==> src/design/ocw_params.svh <==
// named constants for the output compare watchdog
`ifndef OCW_PARAMS_SVH
`define OCW_PARAMS_SVH

`define OCW_OUT_W        8            // width of the user logic output bus
`define OCW_IN_W         8            // width of the user logic input data
`define OCW_WD_W         32           // width of the watchdog counter
`define OCW_WD_TC_DEF    32'd1000000  // default terminal count, in enabled cycles
`define OCW_WD_ZERO      32'h00000000 // watchdog counter cleared value
`define OCW_WD_ONE       32'h00000001 // watchdog counter step
`define OCW_STATUS_LEVEL 1'b0         // level driven on the always-low status pin
`define OCW_ACC_ZERO     8'h00        // user logic accumulator reset value

`endif

==> src/design/ocw_pkg.sv <==
// types shared by the output compare watchdog design
`include "ocw_params.svh"

package ocw_pkg;

    // user logic input word
    typedef struct packed {
        logic                 valid;  // take data this cycle
        logic [`OCW_IN_W-1:0] data;   // value to accumulate
    } ocw_user_in_t;

    // global control lines of the device
    typedef struct packed {
        logic set_reset;  // global_set_reset_line
        logic out_float;  // global_output_float
    } ocw_glob_t;

    // watchdog states, gray coded along online -> timing -> fire
    typedef enum logic [1:0] {
        OCW_ST_ONLINE = 2'h0,
        OCW_ST_TIMING = 2'h1,
        OCW_ST_FIRE   = 2'h3
    } ocw_wd_state_t;

endpackage

==> src/design/ocw_top.sv <==
// output compare watchdog: duplicated logic, output float and neighbour watchdog
//
// Functional notes
// - two logic copies, XOR per output pair
// - float control is OR of mismatches, reset
// - float control puts every user output and the status pin high impedance
// - reset and float paths purely combinational
// - no mismatch, no reset: outputs keep driving
// - watchdog enable is neighbour status pin
// - count each clock while neighbour status high; the clock of the pulse cycle is not counted
// - terminal count pulses reset in both devices
// - terminal count is a design parameter
// - status falling edge pulses reset in both
`timescale 1ns/10ps
`include "ocw_params.svh"

module ocw_top
    import ocw_pkg::*;
#(
    // enabled cycles from neighbour going off-line to the reset pulse
    parameter logic [`OCW_WD_W-1:0] WD_TERMINAL = `OCW_WD_TC_DEF
)
(
    // clock and reset
    input  wire logic                  core_clk,
    input  wire logic                  sys_rst,
    // user data into both logic copies
    input  wire ocw_user_in_t          user_in,
    // user output pins, three-signal form
    output logic [`OCW_OUT_W-1:0]      pin_out,
    output logic [`OCW_OUT_W-1:0]      pin_oe,
    // own always-low status pin, three-signal form
    output logic                       status_out,
    output logic                       status_oe,
    // neighbour always-low status pin, high when it floats
    input  wire logic                  nbr_status_in,
    // shared global reset line between the two devices
    input  wire logic                  nbr_reset_in,
    output logic                       nbr_reset_out,
    // global lines, visible for observation
    output ocw_glob_t                  glob
);

    logic [`OCW_OUT_W-1:0] copy_a;    // main copy outputs (registered)
    logic [`OCW_OUT_W-1:0] copy_b;    // duplicate copy outputs (registered)
    logic [`OCW_OUT_W-1:0] mismatch;  // one flag per output pair
    logic                  reset_line; // global_set_reset_line
    logic                  float_line; // global_output_float
    logic                  wd_pulse;  // watchdog reset pulse
    logic                  fall_pulse_q; // neighbour back-online pulse
    logic                  fall_pulse_d;
    logic                  nbr_prev_q;   // last sampled neighbour status
    logic                  nbr_prev_d;
    ocw_wd_state_t         state_q;   // watchdog state
    ocw_wd_state_t         state_d;
    logic [`OCW_WD_W-1:0]  cnt_q;     // watchdog count of off-line cycles
    logic [`OCW_WD_W-1:0]  cnt_d;
    logic                  at_term;   // counter one short of terminal count

    // main copy of the user logic
    ocw_user_logic u_copy_a
    (
        .core_clk (core_clk),
        .glob_rst (reset_line),
        .user_in  (user_in),
        .acc_q    (copy_a)
    );

    // duplicate copy, fed identically
    ocw_user_logic u_copy_b
    (
        .core_clk (core_clk),
        .glob_rst (reset_line),
        .user_in  (user_in),
        .acc_q    (copy_b)
    );

    // per-bit compare and pin drive
    genvar gi;
    generate
        for (gi = 0; gi < `OCW_OUT_W; gi++)
        begin : g_pair
            // exclusive-or of each output pair
            assign mismatch[gi] = copy_a[gi] ^ copy_b[gi];
            // data from the main copy flop
            assign pin_out[gi] = copy_a[gi];
            // drive only while the float line is low
            assign pin_oe[gi] = ~float_line;
        end
    endgenerate

    // global reset: system reset, own pulses, neighbour pulses; no storage
    assign reset_line = sys_rst | wd_pulse | fall_pulse_q | nbr_reset_in;

    // float: any mismatch or the reset line itself, so a broken reset gate still floats
    assign float_line = (|mismatch) | reset_line;

    // own status pin: constant low, floats with the other outputs
    assign status_out = `OCW_STATUS_LEVEL;
    assign status_oe  = ~float_line;

    // pulses reach the neighbour over the shared line
    assign nbr_reset_out = wd_pulse | fall_pulse_q;

    // global lines bundled for observation
    assign glob.set_reset = reset_line;
    assign glob.out_float = float_line;

    // watchdog pulse comes straight from the state register
    assign wd_pulse = (state_q == OCW_ST_FIRE);

    // terminal count reached on this enabled cycle
    assign at_term = (cnt_q == (WD_TERMINAL - `OCW_WD_ONE));

    // falling edge detector on the neighbour status
    always_comb
    begin
        nbr_prev_d   = nbr_status_in;
        fall_pulse_d = nbr_prev_q & ~nbr_status_in;
    end

    // register edge detector
    always_ff @(posedge core_clk)
    begin
        if (sys_rst)
        begin
            nbr_prev_q   <= 1'b0;
            fall_pulse_q <= 1'b0;
        end
        else
        begin
            nbr_prev_q   <= nbr_prev_d;
            fall_pulse_q <= fall_pulse_d;
        end
    end

    // watchdog next state and count
    always_comb
    begin
        state_d = state_q;
        cnt_d   = cnt_q;
        case (state_q)
            // neighbour on-line: counter held at zero
            OCW_ST_ONLINE:
            begin
                cnt_d = `OCW_WD_ZERO;
                if (nbr_status_in)
                begin
                    // first enabled cycle counts already
                    if (WD_TERMINAL == `OCW_WD_ONE)
                    begin
                        state_d = OCW_ST_FIRE;
                    end
                    else
                    begin
                        state_d = OCW_ST_TIMING;
                        cnt_d   = `OCW_WD_ONE;
                    end
                end
            end
            // neighbour off-line: count enabled cycles
            OCW_ST_TIMING:
            begin
                if (!nbr_status_in)
                begin
                    state_d = OCW_ST_ONLINE;
                    cnt_d   = `OCW_WD_ZERO;
                end
                else if (at_term)
                begin
                    state_d = OCW_ST_FIRE;
                    cnt_d   = `OCW_WD_ZERO;
                end
                else
                begin
                    cnt_d = cnt_q + `OCW_WD_ONE;
                end
            end
            // one-cycle pulse, counter restarts from zero
            OCW_ST_FIRE:
            begin
                cnt_d   = `OCW_WD_ZERO;
                state_d = OCW_ST_ONLINE;
            end
            // unused code: recover
            default:
            begin
                state_d = OCW_ST_ONLINE;
                cnt_d   = `OCW_WD_ZERO;
            end
        endcase
    end

    // register watchdog
    always_ff @(posedge core_clk)
    begin
        if (sys_rst)
        begin
            state_q <= OCW_ST_ONLINE;
            cnt_q   <= `OCW_WD_ZERO;
        end
        else
        begin
            state_q <= state_d;
            cnt_q   <= cnt_d;
        end
    end
endmodule

==> src/design/ocw_user_logic.sv <==
// one copy of the duplicated user logic: a registered accumulator
`timescale 1ns/10ps
`include "ocw_params.svh"

module ocw_user_logic
    import ocw_pkg::*;
(
    // clock and global reset
    input  wire logic                  core_clk,
    input  wire logic                  glob_rst,
    // user data
    input  wire ocw_user_in_t          user_in,
    output logic [`OCW_OUT_W-1:0]      acc_q
);

    logic [`OCW_OUT_W-1:0] acc_d;  // next accumulator value

    // add the input word when valid, clear on the global reset
    always_comb
    begin
        acc_d = acc_q;
        if (glob_rst)
        begin
            acc_d = `OCW_ACC_ZERO;
        end
        else if (user_in.valid)
        begin
            acc_d = acc_q + user_in.data;
        end
    end

    // register only
    always_ff @(posedge core_clk)
    begin
        acc_q <= acc_d;
    end

endmodule

==> config.mk <==
export PLATFORM = sky130hd
export DESIGN_NAME = ocw_top
export DESIGN_NICKNAME = d
export VERILOG_FILES = /design/src/design/ocw_pkg.sv /design/src/design/ocw_top.sv /design/src/design/ocw_user_logic.sv
export VERILOG_INCLUDE_DIRS = /design/src /design/src/design
export SDC_FILE = /design/constraint.sdc
export NUM_CORES = 1
export LEC_CHECK = 0
export ABC_AREA = 1
export BUFFER_PORTS_ARGS = -buffer_cell sky130_fd_sc_hd__buf_2
export CORE_AREA = 8 8 89 91
export DETAILED_ROUTE_END_ITERATION = 16
export DIE_AREA = 0 0 97 99
export PLACE_DENSITY = 0.75
export SETUP_SLACK_MARGIN = 0.5
export SLEW_MARGIN = 20
export SYNTH_ARGS = -nofsm -noshare
export SYNTH_HDL_FRONTEND = slang
export SYNTH_SLANG_ARGS = --single-unit
==> constraint.sdc <==
create_clock -name core_clk -period 2 [get_ports core_clk]
set_clock_uncertainty 0.05 [all_clocks]
set_input_delay 0.3 -clock core_clk [delete_from_list [all_inputs] [get_ports core_clk]]
set_output_delay 0.3 -clock core_clk [all_outputs]
set_load 0.01 [all_outputs]
Yosys cells after proc, flatten, opt, wreduce, memory -nomap -nowiden
Index checks and enable logic that the tools add are counted.

Flip-flop bits (word level): 52. Bits in latches: 0. RAM bits: 0. ROM bits: 0. Output and inout bits: 21. Memories kept: 0.

$add $sub $neg: 3. Multiply operators: 0. Div/mod/pow operators: 0. Order comparisons: 0. Eq/ne operators: 5. Shifts and indexed selects: 0. Multiplexer cells: 8. Bitwise gates (word level): 16. Reductions and logical operators: 3.

Operators by type and width (count): 32-bit 2-to-1 mux (2); 32-bit one-hot mux with 2 select lines (1); 32-bit by 1-bit adder with 32-bit output (second input constant) (1); 32-bit by 20-bit == test with 1-bit output (second input constant) (1); 8-bit adder (2); 8-bit OR reduction (1); 1-bit XOR (8); 2-bit 2-to-1 mux (3); 1-bit OR (5); 2-bit one-hot mux with 2 select lines (1); 3-bit inequality test (second input constant) (1); 2-bit by 1-bit == test with 1-bit output (second input constant) (1); 2-bit == test (second input constant) (1); 2-bit zero test (1); 2-bit inequality test (second input constant) (1); 1-bit inverter (2); 2-bit AND reduction (1); 1-bit bitwise AND (1); 1-bit 2-to-1 mux (1).

Logic depth before layout (Yosys ltp)
Depth in word-level cells: 6. Mapped depth: 10. Mapped depth without buffers: 10.

By module
Synthesis repeated with hierarchy kept, for this count alone.

Cells, all modules: 583. Area total of the unflattened synthesis: 3637.2 um2.

By module, submodules not included: ocw_top (times used 1, cells each 385, area an instance 2318.5 um2, seq. area each 720.7 um2); ocw_user_logic (times used 2, cells each 99, area an instance 659.4 um2, seq. area each 160.2 um2).

Worst setup path before layout
Ideal clock, no wire load.

Kind: register to output. From: register state_q[1]. To: output port pin_oe[0]. Arrival time: 1954 ps. Required time: 1650 ps. Path slack: -304 ps. Cell stages (with the launch flop): 5. Buffers on the path: 1. Path through: dfxtp_1 > a21oi_1 > nand2_1 > nor4_1 > buf_4.

Cells in the longest elaborated chain, start to end: 6.

Ends and longest elaborated chain: from (decl) (line ocw_top.sv:54) `ocw_wd_state_t state_q;`; from (signal assigned) (line ocw_top.sv:204) `state_q <= state_d;`; 2-bit == test (line ocw_top.sv:110) `assign wd_pulse = (state_q == OCW_ST_FIRE);`; 1-bit OR (3 in a row) (line ocw_top.sv:93) `assign reset_line = sys_rst | wd_pulse | fall_pulse_q | nbr_reset_in;`; 1-bit OR (line ocw_top.sv:96) `assign float_line = (|mismatch) | reset_line;`; 1-bit inverter; to (decl) (line ocw_top.sv:31) `` output logic [`OCW_OUT_W-1:0] pin_oe, ``.

Every way passes these cells.

==> flow_summary_export.csv <==
group,metric,value,unit
synth,yosys.area_share.xor_xnor,6.13,%
critical_path,start_kind,"flip-flop",
die,initial_core_util,52.2,%
routing,route.detailed.drc,0,
synth,synth.area.mux_share,0,%
run_status,status,"completed",
routing,antenna_left,0,
power_and_ir_drop,pwr-share-clk,33.4,%
global_route,globalRouteOverflowTotal,0,
sta,setup_ws,0.0421,ns
die,core_area,6570,µm²
synth,synth_top_cell_by_area,"dfxtp_1",
synth,ys_warn_count,0,
placed_design,portBuffers,32,
synth,synth_compound_area_share,5.03,%
critical_path,worstPathArrival,1.61,ns
cts,cts_tree,"done",
power_and_ir_drop,p_switching,0.000610,W
critical_path,cp_top_family,"simple AND/OR/NAND/NOR gates",
synth,synth_area_per_cell,6.39,µm²
synth,syn-num-nets,567,
cts,numCtsBuffers,5,
job,maxCapViolations,0,
power_and_ir_drop,combPwrFrac,16.8,%
routing,routed_wl,9.97,mm
critical_path,path_class,"flip-flop to output port",
global_route,grtUsageTotal,18.0,%
sta,rsz0062_at_grt,"true",
synth,synth_cells,537,
routing,vias,3616,
sta,drv_slew,0,
layout,final_cell_mix,"nand2_1, nor2_1, inv_1",
layout,area_growth,33.3,%
layout,diodes,0,
cts,clockBufferDepth,2,
placed_design,place_area,3680,µm²
layout,final_common_cell,"nand2_1",
placed_design,place_ws,0.149,ns
routing,drtIter0Drc,336,
critical_path,endpoint_kind,"output port",
die,die_area,9600,µm²
critical_path,slowest_delay,0.37,ns
power_and_ir_drop,p_leak,1.98,nW
synth,synth_simple_gate_area_share,40.4,%
die,rows,30,
synth,syn-cell-area,3430,µm²
sta,hold_viol,0,
die,die_h,99,µm
die,die_w,97,µm
cts,cts_root_buffer,"clkbuf_8",
power_and_ir_drop,seq_power_share,49.8,%
global_route,first_global_vias,3255,
synth,yosys-top-cells-area,"dfxtp_1, nand2_1, nor2_1",
synth,synth_top_family_by_area,"simple AND/OR/NAND/NOR gates",
layout,post-route-cell-area,4570,µm²
critical_path,cp_slowest_cell,"dfxtp_4",
global_route,grt_start_max_net_pins,29,
critical_path,cp_max_fo,5,
critical_path,required,1.65,ns
power_and_ir_drop,powerDensity,468,nW/µm²
critical_path,crit_chain,"a21oi_4 -> nand2_4 -> nor4_4 -> buf_4 -> inv_2 -> buf_6",
cts,clkTransAtPathRegs,0.11,ns
sta,fin_hold_ws,0.130,ns
cts,htree_levels,2,
die,pin_count,34,
synth,synthDistinctLibCells,30,
global_route,grt_pass1_wl,14.7,mm
placed_design,gp_congestion,0.960,
cts,clock_sinks,52,
sta,fin_crit_sh,97.9,%
synth,yosysTopAreaCellShare,30.4,%
synth,ys_seq_area_share,30.4,%
cts,insertion_delay,0.32,ns
sta,period_minus_slack,1.96,ns
synth,synthAdderAreaFrac,6.64,%
layout,nets,621,
global_route,antenna_found_initial,0,
placed_design,place_hpwl,6.39,mm
synth,ys_seq_elements,52,
critical_path,cp_num_buf_inv,3,
layout,drive_above_1_share,36.0,%
sta,fmax,0.511,GHz
cts,ctsHoldBuffers,0,
routing,routed_via_density,5.38,
power_and_ir_drop,switching_share,28.5,%
hold_path,hold_path_class,"primary input to flip-flop",
sta,finalSetupViolations,0,
routing,firstDrtPassIters,5,
power_and_ir_drop,vdd_drop_max,0.362,mV
power_and_ir_drop,p_int,0.00153,W
layout,fillers,474,
routing,post_drt_wl_per_cell,14.8,µm
registers in the layout (all words and copies together) (netlist names):
register and count:
nbr_prev_q 1, fall_pulse_q 1, u_copy_b.acc_q 8, state_q 2, cnt_q 32, u_copy_a.acc_q 8
layer usage:
layer / global-route usage, % / vias up / wire (µm)
li1: - / 1784 / -
met1: 20.3 / 1666 / 3990
met2: 32.1 / 128 / 4980
met3: 4.13 / 38 / 592
met4: 6.63 / 0 / 407
met5: 0 / - / 0
worst reg2reg max path, stage by stage, from the launching register on:
cell and delay, ns:
dfxtp_4 0.38, buf_6 0.12, ha_4 0.16, fa_2 0.36, nand3_2 0.09, nand3_2 0.07
nand2_1 0.07, nand2_1 0.06, nand2_1 0.06, nand2_1 0.04, o21ai_1 0.13, inv_1 0.05
stage by stage:
stage               instances  TNS, ns  power (W)  utilization [%]
floorplan                 537        0    0.00130                -
global placement          639        0    0.00136             56.1
detailed placement        639        0    0.00137             56.1
CTS                       655   -0.174    0.00210             62.2
global route              672   -0.118    0.00223             69.6
finish                    672        0    0.00214             69.6
logic make-up (layout without fill, tap and decap cells):
| group | after synthesis | count (layout) |
|---|---|---|
| compound gates | 32 | 32 |
| xor+xnor | 24 | 24 |
| fa+ha+maj | 17 | 17 |
| buf+inv | 90 | 145 |
| flops | 52 | 52 |
| other cells | 1 | 1 |
| simple gates | 321 | 321 |
layout make-up:
class / instances / area, µm² / share of cell area (%)
Clock buffer: 6 / 93.8 / 2.05
Clock inverter: 2 / 17.5 / 0.383
Multi-Input combinational cell: 395 / 2480 / 54.3
Timing Repair Buffer: 64 / 473 / 10.3
Inverter: 73 / 282 / 6.16
Sequential cell: 52 / 1120 / 24.6
Tap cell: 80 / 100 / 2.19
cell usage after synthesis, drive strengths merged:
library cell,number
nand4,10
clkbuf,2
nand3,46
fa,2
nor3,14
nand3b,2
nand2,142
nor2,102
nor3b,2
inv,73
or4,1
xor2,8
nor4,1
ha,15
o211ai,4
dfxtp,52
a21oi,20
o21ai,7
o21a,1
conb,1
xnor2,16
buf,15
or2,1
path summary, 6_finish.rpt:
path	startpoint	endpoint	slack, ns	depth (start not counted)
max	state_q[0]	glob[0]	0.04	6
min	nbr_status_in	fall_pulse_q	0.13	2
max reg2reg	u_copy_b.acc_q[0]	u_copy_b.acc_q[6]	0.27	11
min reg2reg	nbr_prev_q	fall_pulse_q	0.38	2
timing repair:
| action | in CTS | in global routing |
|---|---|---|
| endpoints found under the setup margin | 47 | 56 |
| gates resized for setup | 60 | 110 |
| pin swaps | 9 | 40 |
| cloned | 0 | 1 |
| setup buffers | 8 | 16 |
power by group through the flow:
stage / clock network [W] / logic, W / registers, W
after global placement: 0 / 0.000266 / 0.00110
final: 0.000715 / 0.000360 / 0.00106
after floorplan: 0 / 0.000204 / 0.00110
after CTS: 0.000721 / 0.000306 / 0.00108
after detailed placement: 0 / 0.000270 / 0.00110
after global routing: 0.000761 / 0.000398 / 0.00107
Note: power is estimated with default switching activity, not from simulation.
